$ cat config.mk
export PLATFORM = sky130hd
export DESIGN_NAME = sbss_seq
export DESIGN_NICKNAME = d
export VERILOG_FILES = /design/src/design/sbss_pkg.sv /design/src/design/sbss_pwm.sv /design/src/design/sbss_seq.sv
export SDC_FILE = /design/constraint.sdc
export NUM_CORES = 2
export LEC_CHECK = 0
export ABC_AREA = 1
export BUFFER_PORTS_ARGS = -buffer_cell sky130_fd_sc_hd__buf_2
export CORE_UTILIZATION = 45
export DETAILED_ROUTE_END_ITERATION = 8
export PLACE_DENSITY_LB_ADDON = 0.15
export RECOVER_POWER = 25
export SLEW_MARGIN = 20
export SYNTH_ARGS = -nofsm -noshare
export SYNTH_HDL_FRONTEND = slang
export SYNTH_HIERARCHICAL = 1
export SYNTH_SLANG_ARGS = --single-unit
export TNS_END_PERCENT = 100
$ cat constraint.sdc
create_clock -name clk_i -period 6.6 [get_ports clk_i]
set_input_delay 1.32 -clock clk_i [delete_from_list [all_inputs] [get_ports clk_i]]
set_output_delay 1.32 -clock clk_i [all_outputs]
set_load 0.05 [all_outputs]
$ cat src/design/sbss_pkg.sv
// sbss_pkg: constants and types for the sensorless startup sequencer.
// assumes a 50 MHz system clock; shared by the sequencer and its PWM leaf.
package sbss_pkg;
  localparam int unsigned CLK_HZ = 50_000_000;
  localparam int unsigned PWM_PERIOD_NS = 20_000;
  localparam int unsigned PWM_PERIOD_CYC = PWM_PERIOD_NS / (1_000_000_000 / CLK_HZ);
  localparam int unsigned DUTY_W = 10;
  localparam int unsigned TIM_W = 24;
  localparam logic [DUTY_W-1:0] OPEN_DUTY_RST = 10'h100;
  localparam logic [TIM_W-1:0] OPEN_COMM_RST = 24'h030d40;
  localparam logic [TIM_W-1:0] OPEN_TIME_RST = 24'hf42400;
  localparam logic [7:0] PRELOCK_STEPS_RST = 8'h0c;
  localparam logic [TIM_W-1:0] MISS_WIN_RST = 24'h061a80;
  localparam logic [3:0] MISS_LIMIT_RST = 4'h3;
  localparam logic [DUTY_W-1:0] DUTY_MAX = 10'h3e8;
  localparam logic [DUTY_W-1:0] DUTY_STEP = 10'h008;
  localparam logic [TIM_W-1:0] ZC_STEP = 24'h000100;
  localparam int unsigned TOL_PCT = 30;
  localparam int unsigned NUM_EDGES = 6;
  localparam int unsigned ADC_POINTS = 4;

  typedef enum logic [4:0] {
    OPEN_LOOP_START_STATE = 5'h01,
    FIRST_PRELOCK_STATE = 5'h02,
    SECOND_PRELOCK_STATE = 5'h04,
    THIRD_PRELOCK_STATE = 5'h08,
    CLOSED_LOOP_LOCKED_STATE = 5'h10
  } sbss_state_t;

  typedef struct packed {
    logic debug_on;
    logic force_locked;
    logic force_prelock1;
    logic zc_inc;
    logic zc_dec;
    logic duty_inc;
    logic duty_dec;
  } sbss_cmd_t;

  typedef struct packed {
    logic [TIM_W-1:0] open_comm;
    logic [DUTY_W-1:0] open_duty;
    logic [TIM_W-1:0] open_time;
    logic [7:0] prelock_steps;
    logic [TIM_W-1:0] miss_win;
    logic [3:0] miss_limit;
  } sbss_cfg_t;
endpackage : sbss_pkg

$ cat src/design/sbss_pwm.sv
// sbss_pwm: fixed-period pwm carrier with duty compare.
// assumes duty is stable or changes anywhere in the period.
`timescale 1ns/10ps
module sbss_pwm
  import sbss_pkg::*;
(
  // clock and reset
  input wire logic clk_i,
  input wire logic rstn_i,
  // duty in, pwm out
  input wire logic [DUTY_W-1:0] duty_i,
  output logic pwm_o
);
  logic [15:0] cnt_ff;
  logic pwm_ff;

  always_ff @(posedge clk_i or negedge rstn_i) begin
    if (!rstn_i) begin
      cnt_ff <= 16'h0000;
    end else if (cnt_ff == 16'(PWM_PERIOD_CYC - 1)) begin
      cnt_ff <= 16'h0000;
    end else begin
      cnt_ff <= cnt_ff + 16'h0001;
    end
  end

  // duty counts in units of one cycle, capped by the period
  always_ff @(posedge clk_i or negedge rstn_i) begin
    if (!rstn_i) begin
      pwm_ff <= 1'b0;
    end else begin
      pwm_ff <= cnt_ff < 16'(duty_i);
    end
  end

  assign pwm_o = pwm_ff;
endmodule : sbss_pwm

$ cat src/design/sbss_seq.sv
// sbss_seq: sensorless bldc startup and lock sequencer.
// assumes comparators arrive async; commands are synchronous pulses.
// Functional notes
// RULE1 - open start: fixed duty, fixed commutation
// RULE2 - four adc triggers per commutation interval (code triggers in open start only)
// RULE3 - debug holds open start until command
// RULE4 - normal mode leaves open start after time
// RULE5 - first prelock enables comparator edge handling
// RULE6 - first prelock still commutates on schedule
// RULE7 - prelock one ends after programmed steps
// RULE8 - second prelock timestamps edges, averages them
// RULE9 - average revolution within 30% of six steps
// RULE10 - third prelock waits scheduled step, locks
// RULE11 - locked duty from pi speed controller
// RULE12 - locked commutation delay from edge timestamps
// RULE13 - missing edge forces emergency commutation
// RULE14 - repeated misses fall back to open start
// RULE15 - miss window and miss limit programmable
// RULE16 - no ramp state, single fixed setting
// RULE17 - edges ignored during open start
// RULE18 - debug mode: transitions on commands only
// RULE19 - start-up duty, delay adjustable by command
`timescale 1ns/10ps
module sbss_seq
  import sbss_pkg::*;
(
  // clock and reset
  input wire logic clk_i,
  input wire logic rstn_i,
  // comparators and speed target
  input wire logic [2:0] back_emf_comparator_i,
  input wire logic [DUTY_W-1:0] speed_target_i,
  // control
  input wire logic run_i,
  input wire sbss_cmd_t cmd_i,
  input wire sbss_cfg_t cfg_i,
  // driver side
  output logic pwm_o,
  output logic [2:0] comm_step_o,
  output logic comm_pulse_o,
  output logic adc_trig_o,
  output logic emergency_o,
  // status
  output sbss_state_t state_o,
  output logic [DUTY_W-1:0] duty_o,
  output logic [TIM_W-1:0] rev_avg_o
);
  sbss_state_t state_ff, nxt_state;
  logic [2:0] cmp_s1_ff, cmp_s2_ff, cmp_d_ff;
  logic [TIM_W-1:0] tmr_ff, ts_ff, zc_ff, rev_ff, open_comm_ff, edge_tmr_ff;
  logic [TIM_W-1:0] since_edge_ff, buf_ff [NUM_EDGES];
  logic [2:0] wr_ff, step_ff;
  logic [7:0] steps_ff;
  logic [3:0] miss_ff;
  logic [DUTY_W-1:0] duty_ff, open_duty_ff;
  logic [TIM_W+3:0] integ_ff;
  logic [1:0] adc_q_ff;
  logic sched, edge_seen, pending_ff, emerg, fill_ff, emerg_ff;
  logic [TIM_W+2:0] sum;

  function automatic logic [2:0] wrap6(input logic [2:0] v);
    wrap6 = (v == 3'h5) ? 3'h0 : v + 3'h1;
  endfunction : wrap6

  // two-flop synchroniser; only the second stage feeds edge logic
  always_ff @(posedge clk_i or negedge rstn_i) begin
    if (!rstn_i) begin
      cmp_s1_ff <= 3'h0;
      cmp_s2_ff <= 3'h0;
      cmp_d_ff <= 3'h0;
    end else begin
      cmp_s1_ff <= back_emf_comparator_i;
      cmp_s2_ff <= cmp_s1_ff;
      cmp_d_ff <= cmp_s2_ff;
    end
  end

  // both edges, gated off in open start [RULE5] [RULE17]
  assign edge_seen = run_i && (state_ff != OPEN_LOOP_START_STATE) &&
                     (cmp_s2_ff != cmp_d_ff);

  // scheduled step: open period before lock, edge delay when locked
  assign sched = (state_ff == CLOSED_LOOP_LOCKED_STATE) ?
                 (pending_ff && tmr_ff >= zc_ff) :                // [RULE12]
                 // plus one so the open period is exactly open_comm cycles
                 (run_i && tmr_ff + 24'h000001 >= open_comm_ff);   // [RULE1] [RULE6]
  assign emerg = run_i && (state_ff == CLOSED_LOOP_LOCKED_STATE) &&
                 !edge_seen && since_edge_ff >= cfg_i.miss_win;  // [RULE13] [RULE15]

  always_ff @(posedge clk_i or negedge rstn_i) begin
    if (!rstn_i) begin
      tmr_ff <= '0;
      step_ff <= 3'h0;
      pending_ff <= 1'b0;
    end else if (sched || emerg || !run_i) begin
      tmr_ff <= '0;
      step_ff <= run_i ? wrap6(step_ff) : step_ff;
      // an edge in the step cycle itself is kept for the next step
      pending_ff <= edge_seen;
    end else begin
      tmr_ff <= tmr_ff + 1'b1;
      pending_ff <= pending_ff | edge_seen;
    end
  end

  // four adc points per commutation interval, in open start only [RULE2]
  always_ff @(posedge clk_i or negedge rstn_i) begin
    if (!rstn_i) begin
      adc_q_ff <= 2'h0;
      adc_trig_o <= 1'b0;
    end else if (sched || !run_i) begin
      adc_q_ff <= 2'h0;
      adc_trig_o <= 1'b0;
    end else begin
      adc_trig_o <= state_ff == OPEN_LOOP_START_STATE &&
                    tmr_ff == (open_comm_ff >> 2) * TIM_W'(adc_q_ff);
      if (tmr_ff == (open_comm_ff >> 2) * TIM_W'(adc_q_ff)) begin
        adc_q_ff <= adc_q_ff + 2'h1;
      end
    end
  end

  // edge timestamps into a ring, running sum of one revolution [RULE8]
  always_ff @(posedge clk_i or negedge rstn_i) begin
    if (!rstn_i) begin
      ts_ff <= '0;
      wr_ff <= 3'h0;
      fill_ff <= 1'b0;
      for (int i = 0; i < NUM_EDGES; i++) buf_ff[i] <= '0;
    end else if (!edge_seen) begin
      ts_ff <= ts_ff + 1'b1;
    end else if (state_ff != FIRST_PRELOCK_STATE) begin
      buf_ff[wr_ff] <= ts_ff;
      ts_ff <= '0;
      wr_ff <= wrap6(wr_ff);
      fill_ff <= fill_ff | (wr_ff == 3'h5);
    end else begin
      ts_ff <= '0;
    end
  end

  always_comb begin
    sum = '0;
    for (int i = 0; i < NUM_EDGES; i++) sum = sum + (TIM_W+3)'(buf_ff[i]);
  end

  always_ff @(posedge clk_i or negedge rstn_i) begin
    if (!rstn_i) begin
      rev_ff <= '0;
    end else begin
      rev_ff <= sum[TIM_W-1:0];
    end
  end

  // start-up tuning by command, auto delay only when locked [RULE19]
  always_ff @(posedge clk_i or negedge rstn_i) begin
    if (!rstn_i) begin
      open_comm_ff <= OPEN_COMM_RST;
      open_duty_ff <= OPEN_DUTY_RST;
      zc_ff <= '0;
    end else if (state_ff == CLOSED_LOOP_LOCKED_STATE) begin
      if (edge_seen) zc_ff <= rev_ff / TIM_W'(NUM_EDGES * 2);       // [RULE12]
    end else if (!run_i) begin
      open_comm_ff <= cfg_i.open_comm;                              // [RULE16]
      open_duty_ff <= cfg_i.open_duty;
    end else begin
      if (cmd_i.zc_inc) open_comm_ff <= open_comm_ff + ZC_STEP;
      else if (cmd_i.zc_dec && open_comm_ff > ZC_STEP)
        open_comm_ff <= open_comm_ff - ZC_STEP;
      if (cmd_i.duty_inc && open_duty_ff < DUTY_MAX)
        open_duty_ff <= open_duty_ff + DUTY_STEP;
      else if (cmd_i.duty_dec && open_duty_ff > DUTY_STEP)
        open_duty_ff <= open_duty_ff - DUTY_STEP;
    end
  end

  // pi speed loop on the revolution average; fixed duty before lock
  always_ff @(posedge clk_i or negedge rstn_i) begin
    if (!rstn_i) begin
      duty_ff <= OPEN_DUTY_RST;
      integ_ff <= '0;
    end else if (state_ff != CLOSED_LOOP_LOCKED_STATE) begin
      duty_ff <= open_duty_ff;                                      // [RULE1]
      integ_ff <= (TIM_W+4)'(open_duty_ff);
    end else if (edge_seen) begin
      // speed error: target minus measured revolution time in units of 2^14 cycles
      integ_ff <= integ_ff + (TIM_W+4)'(speed_target_i) -
                  (TIM_W+4)'(rev_ff[TIM_W-1:14]);                    // [RULE11]
      duty_ff <= (integ_ff[TIM_W+3:DUTY_W] != '0) ? DUTY_MAX :
                 integ_ff[DUTY_W-1:0] + (speed_target_i >> 2);       // [RULE11]
    end
  end

  // missed-edge counting
  always_ff @(posedge clk_i or negedge rstn_i) begin
    if (!rstn_i) begin
      since_edge_ff <= '0;
      miss_ff <= 4'h0;
      emerg_ff <= 1'b0;
    end else begin
      emerg_ff <= emerg;
      if (edge_seen || state_ff != CLOSED_LOOP_LOCKED_STATE) begin
        since_edge_ff <= '0;
        miss_ff <= 4'h0;
      end else if (emerg) begin
        since_edge_ff <= '0;
        miss_ff <= miss_ff + 4'h1;
      end else begin
        since_edge_ff <= since_edge_ff + 1'b1;
      end
    end
  end

  // state machine; debug freezes automatic moves [RULE3] [RULE18]
  always_comb begin
    nxt_state = state_ff;
    if (!run_i) begin
      nxt_state = OPEN_LOOP_START_STATE;
    end else if (cmd_i.force_locked) begin
      nxt_state = CLOSED_LOOP_LOCKED_STATE;
    end else if (cmd_i.force_prelock1) begin
      nxt_state = FIRST_PRELOCK_STATE;
    end else if (!cmd_i.debug_on) begin
      unique case (state_ff)
        OPEN_LOOP_START_STATE:
          if (edge_tmr_ff >= cfg_i.open_time) nxt_state = FIRST_PRELOCK_STATE; // [RULE4]
        FIRST_PRELOCK_STATE:
          if (steps_ff >= cfg_i.prelock_steps) nxt_state = SECOND_PRELOCK_STATE; // [RULE7]
        SECOND_PRELOCK_STATE:
          if (fill_ff && (rev_ff * 24'd10 >= open_comm_ff * 24'd42) &&
              (rev_ff * 24'd10 <= open_comm_ff * 24'd78))
            nxt_state = THIRD_PRELOCK_STATE;                          // [RULE9]
        THIRD_PRELOCK_STATE:
          if (sched) nxt_state = CLOSED_LOOP_LOCKED_STATE;             // [RULE10]
        CLOSED_LOOP_LOCKED_STATE:
          if (emerg && miss_ff + 4'h1 >= cfg_i.miss_limit)
            nxt_state = OPEN_LOOP_START_STATE;                         // [RULE14]
        default: nxt_state = OPEN_LOOP_START_STATE;
      endcase
    end
  end

  always_ff @(posedge clk_i or negedge rstn_i) begin
    if (!rstn_i) begin
      state_ff <= OPEN_LOOP_START_STATE;
      edge_tmr_ff <= '0;
      steps_ff <= 8'h00;
    end else begin
      state_ff <= nxt_state;
      // idle time with run_i low must not count toward the open duration
      edge_tmr_ff <= (nxt_state != state_ff || !run_i) ? '0 :
                     edge_tmr_ff + 1'b1;
      steps_ff <= (nxt_state != state_ff || !run_i) ? 8'h00 :
                  steps_ff + {7'h00, sched && steps_ff != 8'hff};
    end
  end

  always_ff @(posedge clk_i or negedge rstn_i) begin
    if (!rstn_i) begin
      comm_pulse_o <= 1'b0;
    end else begin
      comm_pulse_o <= run_i && (sched || emerg);
    end
  end

  sbss_pwm u_pwm (
    .clk_i(clk_i),
    .rstn_i(rstn_i),
    .duty_i(duty_ff),
    .pwm_o(pwm_o)
  );

  assign comm_step_o = step_ff;
  assign emergency_o = emerg_ff;
  assign state_o = state_ff;
  assign duty_o = duty_ff;
  assign rev_avg_o = rev_ff;

  a_open_duty_fix: assert property (@(posedge clk_i) disable iff (!rstn_i)
    state_ff == OPEN_LOOP_START_STATE |=> duty_ff == $past(open_duty_ff))
    else $error("open start duty not fixed"); // [RULE1]
  a_debug_hold: assert property (@(posedge clk_i) disable iff (!rstn_i)
    run_i && cmd_i.debug_on && !cmd_i.force_locked && !cmd_i.force_prelock1
    |=> state_ff == $past(state_ff))
    else $error("state moved in debug"); // [RULE3]
  a_open_no_edge: assert property (@(posedge clk_i) disable iff (!rstn_i)
    state_ff == OPEN_LOOP_START_STATE |-> !edge_seen)
    else $error("edge taken in open start"); // [RULE17]
  a_emerg_pulse: assert property (@(posedge clk_i) disable iff (!rstn_i)
    emerg |=> comm_pulse_o && emergency_o)
    else $error("emergency step not issued"); // [RULE13]
  a_lock_path: assert property (@(posedge clk_i) disable iff (!rstn_i)
    state_ff == THIRD_PRELOCK_STATE && sched && run_i && !cmd_i.debug_on &&
    !cmd_i.force_prelock1 |=> state_ff == CLOSED_LOOP_LOCKED_STATE)
    else $error("third prelock did not lock"); // [RULE10]
  a_p1_no_buf: assert property (@(posedge clk_i) disable iff (!rstn_i)
    state_ff == FIRST_PRELOCK_STATE |=> wr_ff == $past(wr_ff))
    else $error("buffer written in first prelock"); // [RULE8]
  a_auto_leave: assert property (@(posedge clk_i) disable iff (!rstn_i)
    state_ff == OPEN_LOOP_START_STATE && run_i && !cmd_i.debug_on &&
    !cmd_i.force_locked && edge_tmr_ff >= cfg_i.open_time
    |=> state_ff == FIRST_PRELOCK_STATE)
    else $error("open start did not time out"); // [RULE4]
  a_fall_back: assert property (@(posedge clk_i) disable iff (!rstn_i)
    state_ff == CLOSED_LOOP_LOCKED_STATE && emerg && !cmd_i.debug_on &&
    !cmd_i.force_locked && !cmd_i.force_prelock1 &&
    miss_ff + 4'h1 >= cfg_i.miss_limit |=> state_ff == OPEN_LOOP_START_STATE)
    else $error("no fall back after misses"); // [RULE14]
endmodule : sbss_seq

Word level (Yosys, flattened, before mapping). Cells that the tools add are included.

Muxes and demuxes: 40. Equal/unequal tests: 17. Add/subtract/negate cells: 22. Div/mod/pow operators: 1. Magnitude comparators: 14. Multiply operators: 4. Reduce and logical (&&, ||, !) cells: 33. Bitwise logic cells: 4.

Operators by type and width (count): $mux 24 (9); $bwmux 144 (1); $add 24x24->24 (5); $ge 24x24->1 (5); $add 24x1->24 const B (4); $demux 24 s3 (1); $mux 10 (6); $mux 28 (2); $mux 5 (9); $add 28x10->28 (1); $sub 28x10->28 (1); $pmux 5 s5 (1); $add 24x9->24 const B (1); $div 24x4->24 const B (1); $eq 24x24->1 (1); $gt 24x9->1 const B (1); $le 24x24->1 (1); $mul 22x2->24 (1); $mul 24x3->23 const B (1); $mul 24x5->23 const B (1); $mul 24x6->23 const B (1); $sub 24x9->24 const B (1); $reduce_bool 18->1 (1); $logic_and 1x1->1 (17); 42 further kinds (62).

Output and inout bits: 46. Register bits after elaboration: 416. Logic and storage cells: 167.

Depth between registers and ports, before layout.
Depth in word-level cells: 16. Mapped depth: 58. Mapped depth without buffers: 58.

Cells and area by module. The synthesis kept the hierarchy.

By module, submodules not included: sbss_seq (times used 1, area each 31500.2 um^2, cells each 3724); sbss_pwm (times used 1, area each 1139.8 um^2, cells each 149).

Worst setup path after synthesis. Ideal clock, no wire load.

Kind: register to register. Start point: reg open_comm_ff[6]. End point: reg edge_tmr_ff[10]. Cell stages (with the launch flop): 40. Data arrival time: 6.304 ns. Library setup time: 0.088 ns. Path buffers: 1. Path slack: 0.208 ns. Cells stage by stage: dfstp_2 fa_1 ha_1 inv_1 fa_1 inv_1 ha_1 nand2_1 o21ai_0 nand3_1 nand2_1 a21oi_1 o21bai_1 a21oi_1 o21ai_0 nand3_1 nand2_1 a21oi_1 [... 4 more ...] inv_1 a21oi_1 nor2_1 nor2_1 xor2_1 ha_1 nand2_1 nor2_1 nand4_1 nor4_1 o221ai_1 o22ai_1 o21ai_0 a21oi_1 xor2_1 nand4_1 clkbuf_1 nor3b_1.

Cells in the longest elaborated chain, start to end: 13.

RTL lines: start, declared (RTL line sbss_seq.sv:50) `logic [TIM_W-1:0] tmr_ff, ts_ff, zc_ff, rev_ff, open_comm_ff, edge_tmr_ff;`; start signal, assigned (RTL line sbss_seq.sv:164) `open_comm_ff <= cfg_i.open_comm;`; start signal, assigned (RTL line sbss_seq.sv:167) `if (cmd_i.zc_inc) open_comm_ff <= open_comm_ff + ZC_STEP;`; start signal, assigned (RTL line sbss_seq.sv:169) `open_comm_ff <= open_comm_ff - ZC_STEP;`; $mul 24x5->23 (RTL line sbss_seq.sv:230) `if (fill_ff && (rev_ff * 24'd10 >= open_comm_ff * 24'd42) &&`; $ge 24x24->1 (RTL line sbss_seq.sv:230); $logic_and 1x1->1 (2 in a row) (RTL line sbss_seq.sv:230); $mux 5 (RTL line sbss_seq.sv:230); $pmux 5 s5 * (RTL line sbss_seq.sv:224) `unique case (state_ff)`; $mux 5 * (RTL line sbss_seq.sv:223) `end else if (!cmd_i.debug_on) begin`; $mux 5 * (RTL line sbss_seq.sv:221) `end else if (cmd_i.force_prelock1) begin`; $mux 5 * (RTL line sbss_seq.sv:219) `end else if (cmd_i.force_locked) begin`; $mux 5 * (RTL line sbss_seq.sv:217) `if (!run_i) begin`; via nxt_state[3] (RTL line sbss_seq.sv:48) `sbss_state_t state_ff, nxt_state;`; $ne 5x5->1 * (RTL line sbss_seq.sv:251) `edge_tmr_ff <= (nxt_state != state_ff || !run_i) ? '0 :`; $logic_or 1x1->1 * (RTL line sbss_seq.sv:251); $mux 24 * (RTL line sbss_seq.sv:251); end signal, assigned (RTL line sbss_seq.sv:251); end, declared (RTL line sbss_seq.sv:50).

Mark *: on every way through the listed nets, which the timed path passes. The rest lies on a longest branch. A chain may end at the register's enable or synchronous reset.

Final worst setup path.
Start point: reg open_comm_ff[6]. End point: reg steps_ff[5].

Cells in the longest elaborated chain, start to end: 13.

RTL lines: $mul 24x5->23 (RTL line sbss_seq.sv:230); $ge 24x24->1 (RTL line sbss_seq.sv:230); $logic_and 1x1->1 (2 in a row) (RTL line sbss_seq.sv:230); $mux 5 (RTL line sbss_seq.sv:230); $pmux 5 s5 * (RTL line sbss_seq.sv:224); $mux 5 * (RTL line sbss_seq.sv:223); $mux 5 * (RTL line sbss_seq.sv:221); $mux 5 * (RTL line sbss_seq.sv:219); $mux 5 * (RTL line sbss_seq.sv:217); via nxt_state[3] (RTL line sbss_seq.sv:48); $ne 5x5->1 * (RTL line sbss_seq.sv:253) `steps_ff <= (nxt_state != state_ff || !run_i) ? 8'h00 :`; $logic_or 1x1->1 * (RTL line sbss_seq.sv:253); $mux 8 * (RTL line sbss_seq.sv:253); end signal, assigned (RTL line sbss_seq.sv:253); end, declared (RTL line sbss_seq.sv:53) `logic [7:0] steps_ff;`.

Marks and branches as above.

==> results.sh <==
export IMPL_boundaryPins=163
export IMPL_final_clock_period_utilization_by_the_worst_path_pct=100
export IMPL_worstSetupStartpointType="flop"
export IMPL_hp_class="flop to flop"
export IMPL_static_leakage_power_nw=19.5
export IMPL_final_net_count=4788
export IMPL_post_synth_inst_count=3873
export IMPL_post_synth_main_area_contributors="sky130_fd_sc_hd__dfrtp_1, sky130_fd_sc_hd__ha_1, sky130_fd_sc_hd__fa_1"
export IMPL_power_density_cell_area_mw_per_mm2=403
export IMPL_combined_buffer_and_inverter_count_along_the_critical_path=7
export IMPL_critical_path_required_ns=7.13
export IMPL_clock_insertion_delay_worst_skew_ns=0.62
export IMPL_hold_violations=0
export IMPL_numClockSinks=413
export IMPL_clock_pin_slew_on_the_worst_setup_and_hold_paths_ns=0.06
export IMPL_crit_fanout=8
export IMPL_vias=25542
export IMPL_holdPathEnd="cmp_s2_ff[0]"
export IMPL_placement_rows=98
export IMPL_ctsHtreeMaxLevel=2
export IMPL_drive_above_1_share_pct=10.5
export IMPL_drt_initial_drc_count=1273
export IMPL_setup_violations_final=2
export IMPL_report_final_slew_viol_count=280
export IMPL_post_synth_edffs=0
export IMPL_dominant_synthesized_flop_cell="sky130_fd_sc_hd__dfrtp_1"
export IMPL_timing_hold_worst_start="cmp_s1_ff[0]"
export IMPL_synth_sequential_area_ratio_pct=31.7
export IMPL_wire_per_inst_um=15.7
export IMPL_route_antenna_remaining_nets=0
export IMPL_finalWorstPathRequiredPeriod_ns=6.60
export IMPL_r2r_start="open_comm_ff[6]"
export IMPL_power_frac_seq_pct=21.2
export IMPL_area_growth_synth_to_final_pct=13.4
export IMPL_ys_types=56
export IMPL_r2r_slack_ns=-0.004
export IMPL_timing_rr_end="steps_ff[5]"
export IMPL_global_route_usage_total_pct=22.1
export IMPL_sw_frac_of_total_pct=45.2
export IMPL_synth_compound_area_share_pct=12.5
export IMPL_cts_buffers_inserted=51
export IMPL_iteration_count_of_the_initial_detailed_routing_pass=5
export IMPL_synth_mux_area_fraction_pct=0.0997
export IMPL_grt_overflow_total=0
export IMPL_drt_total_wl_um=79800
export IMPL_layout_commonest_cell="sky130_fd_sc_hd__inv_1"
export IMPL_critPathMaxStageDelay_ns=0.54
export IMPL_layout_common_cells="sky130_fd_sc_hd__inv_1, sky130_fd_sc_hd__nand2_1, sky130_fd_sc_hd__ha_1, sky130_fd_sc_hd__dfrtp_1, sky130_fd_sc_hd__o21ai_0"
export IMPL_max_freq_ghz=0.151
export IMPL_floorplan_initialDensity_pct=45.6
export IMPL_power_share_combinational_pct=58.7
export IMPL_crit_type="flop to flop"
export IMPL_place_detailed_hpwl_um=61000
export IMPL_internal_power_of_the_cells_mw=8.17
export IMPL_synth_seq_cells=413
export IMPL_syn_nets=4573
export IMPL_grt_antenna_before_repair=2
export IMPL_synth_top_area_cell="sky130_fd_sc_hd__dfrtp_1"
export IMPL_post_route_worst_setup_slack_ns=-0.00428
export IMPL_place_gp_congestion=0.870
export IMPL_critPathTopFamily="compound AO/OA/AOI/OAI gates"
export IMPL_worst_clock_skew_ns=0.0275
export IMPL_failed_checks="capacitance limit, slew limit, setup timing"
export IMPL_post_synth_and_or_nand_nor_area_fraction_pct=15.5
export IMPL_drcViolationCount=0
export IMPL_worst_setup_path_end_kind="flop"
export IMPL_p_clk_share_pct=20.1
export IMPL_cpMaxStageDelayCell="sky130_fd_sc_hd__dfstp_2"
export IMPL_largest_net_degree_at_the_start_of_global_routing=139
export IMPL_fp_dieW_um=271
export IMPL_critPathArrivalTime_ns=7.14
export IMPL_tightest_slew_ns=2.83
export IMPL_post_synth_cell_area_avg_sq_um=8.43
export IMPL_cts_buffer_depth=3
export IMPL_yosys_area_share_adder_pct=26.0
export IMPL_synth_async_sr_flop_share_pct=100
export IMPL_p_sw_mw=6.74
export IMPL_slew_headroom_pct=-89.0
export IMPL_root_buffer="sky130_fd_sc_hd__clkbuf_16"
export IMPL_number_of_global_route_vias_before_repair=25442
export IMPL_cts_hold_repair_buffers=0
export IMPL_avgViaCountPerCell=5.03
export IMPL_die_area_sq_mm=0.0736
export IMPL_cts_tree="built"
export IMPL_vdd_ir_drop_worst_v=0.000347
export IMPL_main_combinational_cell_family_by_area_after_synthesis="adder cells"
export IMPL_max_cap_violations=3
export IMPL_min_path_cells=0
export IMPL_io_buffer_count=162
export IMPL_timing_reg2reg_worst_path_depth=41
export IMPL_synthesis_yosys_warnings=6
export IMPL_yosys_area_top_type_share_pct=31.0
export IMPL_design_core_area_sq_mm=0.0716
export IMPL_setup_total_negative_slack_ns=-0.00703
export IMPL_post_synth_xor_area_fraction_pct=5.29
export IMPL_die_height_um=271
export IMPL_fin_util_pct=51.7
export IMPL_grt_setup_unrepaired="true"
export IMPL_first_pass_grt_wire_length_um=132000
export IMPL_synth_area_sq_mm=0.0326
export IMPL_outcome="complete, but fails checks"
-- worst reg2reg max path: cells and delay by family, from the launching register on --
family,cells,cell delay (ns)
adder cells (fa/ha/maj),5,1.77
AO/OA/AOI/OAI,15,2.05
flip-flops,1,0.54
AND/OR/NAND/NOR,12,1.05
XOR/XNOR,2,0.34
buffers and inverters,7,0.79
-- stage by stage --
stage | setup WS [ns] | hold slack (ns) | std cells | area [sq um] | power [mW]
3_5_place_dp | -0.277 | 0.336 | 4974 | 34900 | 11.5
4_1_cts | -0.0678 | 0.348 | 5074 | 37000 | 14.8
2_1_floorplan | 0.208 | 0.331 | 3873 | 32600 | 9.15
5_1_grt | -0.546 | 0.351 | 5077 | 37000 | 16.3
6_report | -0.00428 | 0.349 | 5077 | 37000 | 14.9
3_3_place_gp | -0.128 | 0.333 | 4974 | 34900 | 11.4
-- cell usage after synthesis (20+ instances only) --
library cell and number:
sky130_fd_sc_hd__nor3_1 63, sky130_fd_sc_hd__a21oi_1 218, sky130_fd_sc_hd__clkbuf_1 69, sky130_fd_sc_hd__o21ai_0 287
sky130_fd_sc_hd__nand4_1 41, sky130_fd_sc_hd__xnor2_1 73, sky130_fd_sc_hd__o211ai_1 25, sky130_fd_sc_hd__dfrtp_1 404
sky130_fd_sc_hd__inv_1 680, sky130_fd_sc_hd__o22ai_1 26, sky130_fd_sc_hd__fa_1 158, sky130_fd_sc_hd__nand3_1 130
sky130_fd_sc_hd__xor2_1 124, sky130_fd_sc_hd__a211oi_1 20, sky130_fd_sc_hd__nand2_1 625, sky130_fd_sc_hd__nor2_1 258
sky130_fd_sc_hd__ha_1 425
-- layout make-up --
cell class,count,area (sq um)
tap,950,1190
timing repair buffer,235,1410
clock buffer,69,1440
sequential,413,10300
fill,6886,34600
antenna,1,2.50
multi-input combinational,2689,19700
clock inverter,22,352
inverter,698,2620
-- cell families after synthesis --
family / after synthesis
xor+xnor: 197
compound gates: 715
mux: 3
flops: 413
buf+inv: 771
fa+ha+maj: 583
simple gates: 1191
-- metal layers --
| metal | up-vias | part of all wire [%] | track usage, % |
|---|---|---|---|
| li1 | 13049 | - | - |
| met1 | 12025 | 48 | 30.5 |
| met2 | 358 | 46 | 36.3 |
| met3 | 110 | 3.4 | 2.78 |
| met4 | 0 | 2.9 | 6.73 |
| met5 | - | 0 | 0 |
-- power by group through the flow --
stage          clock network [mW]  registers [mW]  logic, mW
2_1_floorplan                   0            3.31       5.84
3_3_place_gp                    0            3.21       8.21
3_5_place_dp                    0            3.22       8.29
4_1_cts                      3.06            3.17       8.54
5_1_grt                      3.15            3.21       9.98
6_report                     2.99            3.17       8.75
-- registers in the layout (all words and copies together) (netlist names), 16 cells and up --
register       count
buf_ff           144
tmr_ff            24
edge_tmr_ff       24
open_comm_ff      24
since_edge_ff     24
rev_avg_o         24
u_pwm/cnt_ff      16
ts_ff             24
zc_ff             21
integ_ff          28
-- timing repair --
action,4_1_cts,5_1_grt
pin swaps,29,35
setup buffers,7,4
resized for setup,40,20
setup endpoints to repair,32,32
endpoints found under the hold margin,0,0
gates cloned,2,0
-- worst max path at each step --
stage	cells after the start	from	slack (ns)	end
floorplan	39	open_comm_ff[6]	0.21	edge_tmr_ff[10]
global placement	40	open_comm_ff[6]	-0.13	edge_tmr_ff[2]
detailed placement	40	open_comm_ff[6]	-0.28	edge_tmr_ff[13]
CTS	42	open_comm_ff[6]	-0.07	edge_tmr_ff[21]
global route	41	open_comm_ff[6]	-0.55	steps_ff[5]
finish	41	open_comm_ff[6]	-0.004	steps_ff[5]
(Power assumes the default switching activity.)
